<file path="config.mk">
export PLATFORM = sky130hd
export DESIGN_NAME = umspi_top
export DESIGN_NICKNAME = d
export VERILOG_FILES = /design/src/rtl/umspi_pkg.sv /design/src/rtl/umspi_baud.sv /design/src/rtl/umspi_rxbuf.sv /design/src/rtl/umspi_top.sv
export VERILOG_INCLUDE_DIRS = /design/src /design/src/rtl
export SDC_FILE = /design/constraint.sdc
export NUM_CORES = 1
export LEC_CHECK = 0
export BUFFER_PORTS_ARGS = -buffer_cell sky130_fd_sc_hd__buf_4
export CAP_MARGIN = 20
export CORE_MARGIN = 2
export CORE_UTILIZATION = 50
export CTS_CLUSTER_SIZE = 20
export DETAILED_ROUTE_END_ITERATION = 16
export MAX_ROUTING_LAYER = met4
export PLACE_DENSITY = 0.77
export SYNTH_ARGS = -nofsm -noshare
export SYNTH_HDL_FRONTEND = slang
export SYNTH_SLANG_ARGS = --single-unit
export TNS_END_PERCENT = 10
</file>
<file path="constraint.sdc">
create_clock -name clock_i -period 2.9 [get_ports clock_i]
set_input_delay 0.145 -clock clock_i [delete_from_list [all_inputs] [get_ports clock_i]]
set_output_delay 0.145 -clock clock_i [all_outputs]
set_load 0.01 [all_outputs]
</file>
<file path="src/rtl/umspi_defs.svh">
`ifndef UMSPI_DEFS_SVH
`define UMSPI_DEFS_SVH

// Mode select code for master SPI operation
`define UMSPI_MODE_MASTER_SPI_EMULATION_MODE      2'b11
// Frame length in data bits
`define UMSPI_FRAME_BITS      8
// Index of the last clock edge of a frame (16 edges, 0..15)
`define UMSPI_LAST_EDGE       4'hf
// Reset values
`define UMSPI_RST_BYTE        8'h00
`define UMSPI_RST_IDLE_BYTE   8'hff
`define UMSPI_RST_EDGE        4'h0
`define UMSPI_RST_DIV         12'h000
// Receive buffer depth (completed bytes held beside the shift register)
`define UMSPI_RX_DEPTH        2

`endif

</file>
<file path="src/rtl/umspi_pkg.sv">
package umspi_pkg;

    // Transfer engine states
    typedef enum logic [0:0] {
        UMSPI_IDLE,
        UMSPI_SHIFT
    } umspi_state_t;

    // Static configuration from the control registers
    typedef struct packed {
        logic [1:0]  mode_select_field;
        logic        transmitter_enable_bit;
        logic        receiver_enable_bit;
        logic        clock_polarity_bit;
        logic        clock_phase_bit;
        logic        bit_order_bit;
        logic [11:0] baud_divisor;
    } umspi_cfg_t;

    // Status flags as software reads them
    typedef struct packed {
        logic tx_buffer_empty_flag;
        logic rx_complete_flag;
        logic tx_complete_flag;
        logic framing_error_flag;
        logic data_overrun_flag;
        logic parity_error_flag;
    } umspi_flags_t;

    // A pin as seen by a port: output value and output enable
    typedef struct packed {
        logic value;
        logic oe;
    } umspi_pin_t;

endpackage

</file>
<file path="src/rtl/umspi_baud.sv">
`include "umspi_defs.svh"

module umspi_baud
    import umspi_pkg::*;
#(
    parameter int DIV_W = 12
) (
    // Clock and reset
    input  wire logic             clock_i,
    input  wire logic             srst_i,
    // Control
    input  wire logic             run_i,
    input  wire logic [DIV_W-1:0] div_i,
    // Half-period tick
    output logic                  tick_o
);

    typedef struct packed {
        logic [DIV_W-1:0] cnt;
    } umspi_baud_st_t;

    umspi_baud_st_t st_reg;
    umspi_baud_st_t st_next;

    // Tick every div+1 cycles, so the shift clock is clk / (2 * (div + 1))
    always_comb begin
        st_next = st_reg;
        tick_o  = 1'b0;
        if (!run_i) begin
            st_next.cnt = '0;
        end else if (st_reg.cnt >= div_i) begin
            st_next.cnt = '0;
            tick_o      = 1'b1;
        end else begin
            st_next.cnt = st_reg.cnt + DIV_W'(1);
        end
    end

    // State register
    always_ff @(posedge clock_i) begin
        if (srst_i) begin
            st_reg.cnt <= '0;
        end else begin
            st_reg <= st_next;
        end
    end

endmodule // umspi_baud

</file>
<file path="src/rtl/umspi_rxbuf.sv">
`include "umspi_defs.svh"

module umspi_rxbuf
    import umspi_pkg::*;
#(
    parameter int DEPTH = `UMSPI_RX_DEPTH
) (
    // Clock and reset
    input  wire logic       clock_i,
    input  wire logic       srst_i,
    // Fill side
    input  wire logic       push_i,
    input  wire logic [7:0] push_data_i,
    // Drain side
    input  wire logic       pop_i,
    input  wire logic       flush_i,
    output logic [7:0]      head_o,
    output logic            not_empty_o
);

    localparam int CW = $clog2(DEPTH + 1);

    typedef struct packed {
        logic [DEPTH-1:0][7:0] mem;
        logic [CW-1:0]         count;
    } umspi_rxbuf_st_t;

    umspi_rxbuf_st_t st_reg;
    umspi_rxbuf_st_t st_next;
    logic            do_pop;
    logic            do_push;

    assign head_o      = st_reg.mem[0];
    assign not_empty_o = (st_reg.count != '0);

    // Shift-out queue; a byte arriving at a full queue is dropped unless a read pops in the same cycle
    always_comb begin
        st_next = st_reg;
        do_pop  = pop_i && (st_reg.count != '0);
        do_push = push_i && ((st_reg.count != CW'(DEPTH)) || do_pop);
        if (do_pop) begin
            for (int i = 0; i < DEPTH - 1; i++) begin
                st_next.mem[i] = st_reg.mem[i+1];
            end
            st_next.count = st_reg.count - CW'(1);
        end
        if (do_push) begin
            st_next.mem[st_next.count] = push_data_i;
            st_next.count              = st_next.count + CW'(1);
        end
        if (flush_i) begin
            st_next.count = '0;
        end
    end

    // State register
    always_ff @(posedge clock_i) begin
        if (srst_i) begin
            st_reg.mem   <= '0;
            st_reg.count <= '0;
        end else begin
            st_reg <= st_next;
        end
    end

endmodule // umspi_rxbuf

</file>
<file path="src/rtl/umspi_top.sv">
`include "umspi_defs.svh"

// Behaviour
// - Transfers start only while the transmitter is enabled; pending bytes still finish after it is disabled.
// - Enabled transmitter drives the serial output pin from its shift register.
// - Receiver is optional; transmit-only operation works.
// - Enabled receiver takes the serial input pin as shift input.
// - Transfer clock pin carries the shift clock in both cases.
// - A data write starts a transfer for sending and receiving.
// - Buffered byte enters the shift register only when it is free.
// - On overflow the newest received byte is dropped, older kept.
// - Receive-complete flag is set while received data is buffered.
// - Flags behave as in asynchronous operation.
// - Framing, overrun and parity flags always read zero.
// - Disabling transmitter or receiver behaves as in normal operation.
// - Polarity, phase and order bits act as on a standard SPI master.
// - Transmit path is double-buffered.
// - Receive path holds a completed byte while the next arrives.
// - No write-collision indication exists.
// - No double-speed control; faster clocks come from a smaller divisor.
// - Master only, no slave select.
// - Mode select field 11 selects master SPI mode.
// - Frames are eight bits, order chosen by one shared bit.
// - Data set up and sampled on opposite clock edges per mode.
// - Shift clock is system clock over two times divisor plus one.
module umspi_top
    import umspi_pkg::*;
#(
    parameter int DIV_W = 12
) (
    // Clock and reset
    input  wire logic         clock_i,
    input  wire logic         srst_i,
    // Configuration
    input  wire umspi_cfg_t   cfg_i,
    // Data register port
    input  wire logic         data_wr_i,
    input  wire logic [7:0]   data_wdata_i,
    input  wire logic         data_rd_i,
    output logic [7:0]        data_rdata_o,
    // Flags
    input  wire logic         tx_complete_clr_i,
    output umspi_flags_t      flags_o,
    // General port logic behind the pins
    input  wire umspi_pin_t   port_serial_out_i,
    input  wire umspi_pin_t   port_transfer_clock_i,
    output logic              port_serial_in_o,
    output logic              rx_pin_owned_o,
    // Pins
    input  wire logic         serial_in_pin_i,
    output umspi_pin_t        serial_out_pin_o,
    output umspi_pin_t        transfer_clock_pin_o
);

    ////////////////////////////////////////////////////////////////////////////
    // Bit helpers

    // Bit on the line for the selected order
    function automatic logic umspi_out_bit(input logic [7:0] sh, input logic lsb_first);
        return lsb_first ? sh[0] : sh[`UMSPI_FRAME_BITS-1];
    endfunction

    // Shift one bit in, order as selected
    function automatic logic [7:0] umspi_shift(input logic [7:0] sh, input logic lsb_first,
                                               input logic b);
        return lsb_first ? {b, sh[7:1]} : {sh[6:0], b};
    endfunction

    // First clock edge of a frame
    function automatic logic umspi_first_edge(input logic [3:0] idx);
        return idx == `UMSPI_RST_EDGE;
    endfunction

    // Last clock edge of a frame
    function automatic logic umspi_last_edge(input logic [3:0] idx);
        return idx == `UMSPI_LAST_EDGE;
    endfunction

    ////////////////////////////////////////////////////////////////////////////
    // State

    typedef struct packed {
        umspi_state_t state;
        logic [7:0]   tbuf;
        logic         tbuf_valid;
        logic [7:0]   tsh;
        logic [7:0]   rsh;
        logic [3:0]   edge_idx;
        logic         sclk;
        logic         txc;
        logic         sync1;
        logic         sync2;
    } umspi_st_t;

    umspi_st_t   st_reg;
    umspi_st_t   st_next;

    logic        mode_on;
    logic        tick;
    logic        frame_done;
    logic        sample_edge;
    logic        tx_owned;
    logic        rx_on;
    logic        rx_not_empty;
    logic [7:0]  rx_head;
    logic        load_now;
    logic        busy;
    logic        wr_ok;

    ////////////////////////////////////////////////////////////////////////////
    // Mode decode and ownership

    // Master SPI mode only for field code 11
    assign mode_on  = (cfg_i.mode_select_field == `UMSPI_MODE_MASTER_SPI_EMULATION_MODE);
    // A frame is on the wire
    assign busy     = (st_reg.state == UMSPI_SHIFT);
    // Writes count only with the transmitter enabled; no collision flag
    assign wr_ok    = data_wr_i && mode_on && cfg_i.transmitter_enable_bit;
    // Transmitter stays owner until pending bytes are out
    assign tx_owned = mode_on && (cfg_i.transmitter_enable_bit
                                  || busy
                                  || st_reg.tbuf_valid);
    // Receiver active only when its enable is set
    assign rx_on    = mode_on && cfg_i.receiver_enable_bit;

    ////////////////////////////////////////////////////////////////////////////
    // Baud generator: half-period ticks from the divisor alone

    umspi_baud #(
        .DIV_W (DIV_W)
    ) u_baud (
        .clock_i (clock_i),
        .srst_i  (srst_i),
        .run_i   (busy),
        .div_i   (cfg_i.baud_divisor[DIV_W-1:0]),
        .tick_o  (tick)
    );

    ////////////////////////////////////////////////////////////////////////////
    // Receive buffer

    umspi_rxbuf #(
        .DEPTH (`UMSPI_RX_DEPTH)
    ) u_rxbuf (
        .clock_i     (clock_i),
        .srst_i      (srst_i),
        .push_i      (frame_done && rx_on),
        .push_data_i (st_next.rsh),
        .pop_i       (data_rd_i),
        .flush_i     (!rx_on),
        .head_o      (rx_head),
        .not_empty_o (rx_not_empty)
    );

    ////////////////////////////////////////////////////////////////////////////
    // Transfer engine

    // Even edges lead, odd edges trail; sampling edge set by phase
    assign sample_edge = (st_reg.edge_idx[0] == cfg_i.clock_phase_bit);
    assign frame_done  = busy && tick && umspi_last_edge(st_reg.edge_idx);

    // Next state of the transfer engine
    always_comb begin
        st_next  = st_reg;
        load_now = 1'b0;

        // Input synchroniser for the serial input pin
        st_next.sync1 = serial_in_pin_i;
        st_next.sync2 = st_reg.sync1;

        // Idle waits for a byte; shift walks sixteen clock edges
        case (st_reg.state)
            UMSPI_IDLE: begin
                st_next.sclk = cfg_i.clock_polarity_bit;
                load_now     = st_reg.tbuf_valid;
            end
            UMSPI_SHIFT: begin
                if (tick) begin
                    st_next.sclk     = ~st_reg.sclk;
                    st_next.edge_idx = st_reg.edge_idx + 4'h1;
                    if (sample_edge) begin
                        st_next.rsh = umspi_shift(st_reg.rsh, cfg_i.bit_order_bit,
                                                  st_reg.sync2);
                    end else if (!umspi_first_edge(st_reg.edge_idx)
                                 && !umspi_last_edge(st_reg.edge_idx)) begin
                        // Setup edge moves the next bit out
                        st_next.tsh = umspi_shift(st_reg.tsh, cfg_i.bit_order_bit,
                                                  1'b1);
                    end else if (umspi_first_edge(st_reg.edge_idx)
                                 && !cfg_i.clock_phase_bit) begin
                        st_next.tsh = umspi_shift(st_reg.tsh, cfg_i.bit_order_bit,
                                                  1'b1);
                    end
                    if (umspi_last_edge(st_reg.edge_idx)) begin
                        // Back to back when another byte waits
                        st_next.state = UMSPI_IDLE;
                        st_next.tsh   = `UMSPI_RST_IDLE_BYTE;
                        load_now      = st_reg.tbuf_valid;
                        if (!st_reg.tbuf_valid) begin
                            st_next.txc = 1'b1;
                        end
                    end
                end
            end
            default: begin
                st_next.state = UMSPI_IDLE;
            end
        endcase

        // Move buffered byte into the free shift register
        if (load_now) begin
            st_next.state      = UMSPI_SHIFT;
            st_next.tsh        = st_reg.tbuf;
            st_next.tbuf_valid = 1'b0;
            st_next.edge_idx   = `UMSPI_RST_EDGE;
            st_next.sclk       = cfg_i.clock_polarity_bit;
        end

        // Transmit complete clears on request; a new set wins
        if (tx_complete_clr_i && !frame_done) begin
            st_next.txc = 1'b0;
        end

        // Data write fills the buffer and starts the exchange; no collision
        if (wr_ok) begin
            st_next.tbuf       = data_wdata_i;
            st_next.tbuf_valid = 1'b1;
        end

        // Leaving the mode drops the engine at once
        if (!mode_on) begin
            st_next.state      = UMSPI_IDLE;
            st_next.tbuf_valid = 1'b0;
            st_next.tsh        = `UMSPI_RST_IDLE_BYTE;
            st_next.sclk       = cfg_i.clock_polarity_bit;
        end
    end

    // State register
    always_ff @(posedge clock_i) begin
        if (srst_i) begin
            st_reg.state      <= UMSPI_IDLE;
            st_reg.tbuf       <= `UMSPI_RST_BYTE;
            st_reg.tbuf_valid <= 1'b0;
            st_reg.tsh        <= `UMSPI_RST_IDLE_BYTE;
            st_reg.rsh        <= `UMSPI_RST_BYTE;
            st_reg.edge_idx   <= `UMSPI_RST_EDGE;
            // Clock rests at its polarity level straight out of reset
            st_reg.sclk       <= cfg_i.clock_polarity_bit;
            st_reg.txc        <= 1'b0;
            st_reg.sync1      <= 1'b0;
            st_reg.sync2      <= 1'b0;
        end else begin
            st_reg <= st_next;
        end
    end

    ////////////////////////////////////////////////////////////////////////////
    // Pins; no slave select exists here, master only

    // Serial output from the shift register while transmitter owns it, else from the port
    always_comb begin
        if (tx_owned) begin
            serial_out_pin_o.value = umspi_out_bit(st_reg.tsh, cfg_i.bit_order_bit);
            serial_out_pin_o.oe    = 1'b1;
        end else begin
            serial_out_pin_o = port_serial_out_i;
        end
    end

    // Transfer clock likewise; rests at the polarity level between frames
    always_comb begin
        if (tx_owned) begin
            transfer_clock_pin_o.value = st_reg.sclk;
            transfer_clock_pin_o.oe    = 1'b1;
        end else begin
            transfer_clock_pin_o = port_transfer_clock_i;
        end
    end

    // Synchronised input level, always visible to the port
    assign port_serial_in_o = st_reg.sync2;
    // Receiver takes the input pin while it runs
    assign rx_pin_owned_o   = rx_on;

    ////////////////////////////////////////////////////////////////////////////
    // Data and flags

    // Buffer head; stale value once the buffer runs empty
    assign data_rdata_o = rx_head;
    // Flags as software polls them
    always_comb begin
        flags_o.tx_buffer_empty_flag = !st_reg.tbuf_valid;
        flags_o.rx_complete_flag     = rx_not_empty;
        flags_o.tx_complete_flag     = st_reg.txc;
        flags_o.framing_error_flag   = 1'b0;
        flags_o.data_overrun_flag    = 1'b0;
        flags_o.parity_error_flag    = 1'b0;
    end

endmodule // umspi_top
</file>
**Yosys cells after proc, flatten, opt, wreduce, memory -nomap -nowiden**

Cells that the tools add are included.

- Output and inout port bits: 20
- Register bits: 64
- Logic and storage cells: 103

- Add/subtract/negate cells: 4
- Muxes and demuxes: 36
- Equal/unequal tests: 6
- Reductions and logical operators: 35
- Magnitude comparators: 3
- Bitwise logic cells: 5

Operator list:

| cell | count |
|---|---|
| $mux W8 | 8 |
| $mux W22 | 1 |
| $mux W10 | 2 |
| $mux W20 | 1 |
| $bwmux W16 | 1 |
| $mux W1 | 16 |
| $logic_and A1 B1 Y1 | 13 |
| $add A12 B1 Y12 const B | 1 |
| $ge A12 B12 Y1 | 1 |
| $mux W9 | 1 |
| $demux W8 S1 | 1 |
| $reduce_and A4 Y1 | 2 |
| $reduce_bool A2 Y1 | 4 |
| $reduce_or A2 Y1 | 4 |
| $logic_not A1 Y1 | 5 |
| $ne A5 B3 Y1 const B | 1 |
| $not A1 Y1 | 5 |
| $add A4 B1 Y4 const B | 1 |
| $eq A4 B4 Y1 const B | 1 |
| $logic_not A4 Y1 | 1 |
| $mux W2 | 2 |
| $mux W4 | 1 |
| $pmux W1 S2 | 2 |
| $reduce_bool A4 Y1 | 1 |
| other kinds (11) | 13 |

**Depth between registers and ports, before layout**

- Depth in word-level cells: 11
- Gate-level depth with buffers: 12

**By module**

A second synthesis with hierarchy kept.

- Cell total of the unflattened synthesis: 391
- Area, all modules: 3543.4 um^2

Modules (own cells, without submodules):

| module | sequential area each (um^2) | times used | area each (um^2) | cells an instance |
|---|---|---|---|---|
| umspi_top | 690.7 | 1 | 1712.9 | 200 |
| umspi_rxbuf | 360.3 | 1 | 968.4 | 92 |
| umspi_baud | 240.2 | 1 | 862.1 | 99 |

**Worst setup path before layout**

No wires, ideal clock.

- Path type: reg2reg
- Start point: register u_rxbuf.st_reg[0] (netlist name)
- End point: register u_rxbuf.st_reg (netlist bit u_rxbuf.head_o[7])
- Cell stages (with the launch flop): 13
- Period minus slack after synthesis: 2.304 ns
- Setup slack: 0.596 ns
- Setup time: 0.086 ns
- Data arrival time: 2.219 ns
- Path through: dfxtp_1 -> inv_1 -> ha_1 -> nand2b_1 -> clkbuf_1 -> xnor2_1 -> inv_1 -> ha_1 -> and2_1 -> buf_2 -> and2_1 -> buf_2 -> a211oi_1

- Word-level cells in the longest chain between the ends: 9
- Elaborated cells between the ends (all ways): 14
- Those cells by class: add/sub: 1; order compare: 2; eq/ne: 1; mux: 5; reduce/logical: 5

RTL lines:

| what | line | source |
|---|---|---|
| start: declaration | umspi_rxbuf.sv:28 | `umspi_rxbuf_st_t st_reg;` |
| start signal: assignment | umspi_rxbuf.sv:62 | `st_reg <= st_next;` |
| branches (longest 8 deep; another with $sub A2 B1 Y2) | - |  |
| $mux W10 * | umspi_rxbuf.sv:47 | `if (do_push) begin` |

Mark *: on every way between the ends.
A chain may end at the register's enable or synchronous reset.

**Final worst setup path**

- Start point: register u_baud.st_reg[0] (netlist name)
- End point: register st_reg (netlist bit flags_o[3])

- Word-level cells in the longest chain between the ends: 8
- Elaborated cells between the ends (all ways): 9
- Those cells by class: order compare: 1; mux: 2; reduce/logical: 6

RTL lines:

| what | line | source |
|---|---|---|
| start: declaration | umspi_baud.sv:22 | `umspi_baud_st_t st_reg;` |
| start signal: assignment | umspi_baud.sv:44 | `st_reg <= st_next;` |
| $ge A12 B12 Y1 * | umspi_baud.sv:31 | `end else if (st_reg.cnt >= div_i) begin` |
| $mux W1 * | umspi_baud.sv:31 |  |
| $mux W1 * | umspi_baud.sv:29 | `if (!run_i) begin` |
| $logic_and A1 B1 Y1 (2 in a row) | umspi_top.sv:160 | `assign frame_done = busy && tick && umspi_last_edge(st_reg.edge_idx);` |
| $logic_not A1 Y1 | umspi_top.sv:220 | `if (tx_complete_clr_i && !frame_done) begin` |
| $logic_and A1 B1 Y1 | umspi_top.sv:220 |  |
| $reduce_or A2 Y1 (no line) | - |  |
| end signal: assignment | umspi_top.sv:254 | `st_reg <= st_next;` |
| end: declaration | umspi_top.sv:95 | `umspi_st_t st_reg;` |

Mark *: on every way between the ends. The rest lies on a longest branch, timed or not.

==> metrics <==
run status=finished, final reports clean; fill count=580; Clock Path Buffers=2; Synth area leaders=dfxtp_1, ha_1, mux2_2; largest net degree at the start of global routing=33; most common cell in the netlist=dfxtp_1; CTS tree=yes; synth unique cells=56; sequential-to-total area share from yosys stat=36.96%; critical path arrival=~2800 ps; total core area=between 6000 and 7000 um^2; first-pass GRT wire length=between 10000 and 15000 um; total grt overflow=0; max cap viols=0; clk_lat worst skew=350 ps; Post-synth top cells=dfxtp_1, nand2_1, nor2_1; clock tree sinks=64; Final nets=just under 500; row cnt=30; antenna cell count=0; Power Density=413.1 nW/um^2; die area=about 7700 um^2; drt total wl=7838 um; ys flop type=dfxtp_1; Rel. slew slack=a little under three fifths; post-synthesis instance total=~390; number of global-route vias before repair=between 2k and 3k; Startpoint Class=register; post-route ant nets=0; cts bufs inserted=9; Yosys top cell area share=36.10%; maximum vdd ir drop=~0.29 mV; Syn Area/Cell=~9.1 um^2; leak pwr=between 1.5 and 2 nW; DRT Pass-1 Iters=5; Post-synth EDFFs=1; final worst-path cycle share=86.43%; Hold Violations, Final=0; #FFs+latches synth=64; crit end category=register; Ys Warns=0; CTS root buffer=clkbuf_8; RSZ-0062 raised after global routing=false; die width=87.59 um; Netlist Area Pre-Place=around 3500 um^2; GRT Total Usage=between 20% and 30%; clock skew=7.420 ps; CP max FO=9; Setup TNS=0 ps; DR iter-0 viols=157; Die Y-Extent=87.59 um; Slew @ Worst Pin=~640 ps; number of setup buffers added after CTS=0; vias=slightly below 3k; Ports=57; f_max=~400 MHz; core occupancy in the finished layout=between 50% and 60%; max reg flops=30; Hold Crit Class=input pin to register; Reg area=around 1300 um^2; post-synthesis async set-or-reset flop share=0%; Post-DP HPWL=between 5000 and 6000 um; total power=around 1.7 mW; Setup CP Type=register to register; Via density=about 5.5; CTS clock-pin slew for the worst setup and hold paths=roughly 80 ps; Synth area leader=dfxtp_1; routability cong.=slightly below 0.9; port bufs=53; setup violators final=0; Slew Limit Fails=0; post-route minimum period=roughly 2500 ps; routed len/inst=around 15 um; initial antenna violation count=0; starting density of the core=51.42%; DRC Markers=0; layout cell share with drive strength beyond 1=23.79%; Worst Path Required=3140 ps; Synth-to-Final Area Change=16.12%; H-tree levels=3; area occupied by multi-input gates=1959 um^2
-- layout make-up --
type                            count  area share (%)
Multi-Input combinational cell    273           48.30
Sequential cell                    64           31.83
Timing Repair Buffer               56           10.43
Clock buffer                       10           3.146
Tap cell                           96           2.961
Inverter                           24           2.221
Clock inverter                      6           1.110
-- final timing paths --
path                                from                           to  slack (ps)  depth (start not counted)
max reg2reg  u_baud.st_reg[0]$_SDFF_PP0_      flags_o[3]$_SDFFE_PP0P_         390                          8
min reg2reg        st_next[0]$_SDFF_PP0_  port_serial_in_o$_SDFF_PP0_         440                          1
max          u_baud.st_reg[0]$_SDFF_PP0_      flags_o[3]$_SDFFE_PP0P_         390                          8
min                      data_wdata_i[3]      st_reg[28]$_SDFFE_PP0P_          40                          3
-- cells in the final DEF, fill, tap and decap left out, types with 2 or more instances in the layout --
cell type and instances:
a211oi_1 12, a21boi_2 2, a21o_1 3, a21oi_1 27, and2_1 3, and3_1 11, and4_1 2, buf_4 55
clkbuf_8 9, clkinv_4 3, conb_1 3, dfxtp_1 63, ha_1 19, inv_1 24, mux2_2 17, mux2i_1 15
nand2_1 33, nand2b_1 3, nand3_1 12, nand4_1 5, nor2_1 33, nor2b_1 2, nor3_1 8, o21a_1 2
o21ai_0 6, o21ai_1 3, o22a_1 2, o2bb2ai_1 8, o32a_1 5, o32ai_1 2, or3_2 2, xnor2_1 7
xor2_1 6
-- per-layer routing --
layer	track usage (%)	share of wire [%]	routed length [um]
met1	25.85	43	3349
met2	36.98	50	3946
met3	5.184	5.1	401
met4	8.392	1.8	141
met5	-	0	0
-- kinds of logic after synthesis --
logic type	synth area share (%)
simple gates	16.01
compound gates	19.91
flops	36.96
buf+inv	7.163
mux	9.778
fa+ha+maj	6.805
xor+xnor	3.259
other cells	0.1073
-- where the power goes --
group	switching [mW]	internal, mW
logic	0.0537	0.0601
clock network	0.361	0.313
registers	0.00260	0.885
total	0.418	1.26
-- what timing repair did --
| action | in CTS | in global routing |
|---|---|---|
| hold buffers | 1 | 0 |
| resized for setup | 0 | 0 |
| endpoints found under the hold margin | 1 | 0 |
-- worst max-delay path: stages, from the launching register on --
cell       delay [ps]
dfxtp_1           420
inv_1              70
ha_1              270
nand2b_4          150
a2111oi_4         410
o31ai_4           170
a21oi_1           490
o21ai_0           150
a32o_1            270
-- per-stage QoR --
stage               hold slack, ps  std cells  worst slack (ps)  cell area (um^2)
finish                       43.16        529             393.4              4056
global route                 44.76        529             257.5              4056
CTS                          34.49        529             391.2              4056
detailed placement           359.1        512             401.4              3874
global placement             357.6        512             495.8              3874
floorplan                    273.2        387             595.6              3501
No activity file was read; power rests on OpenSTA's default activity.
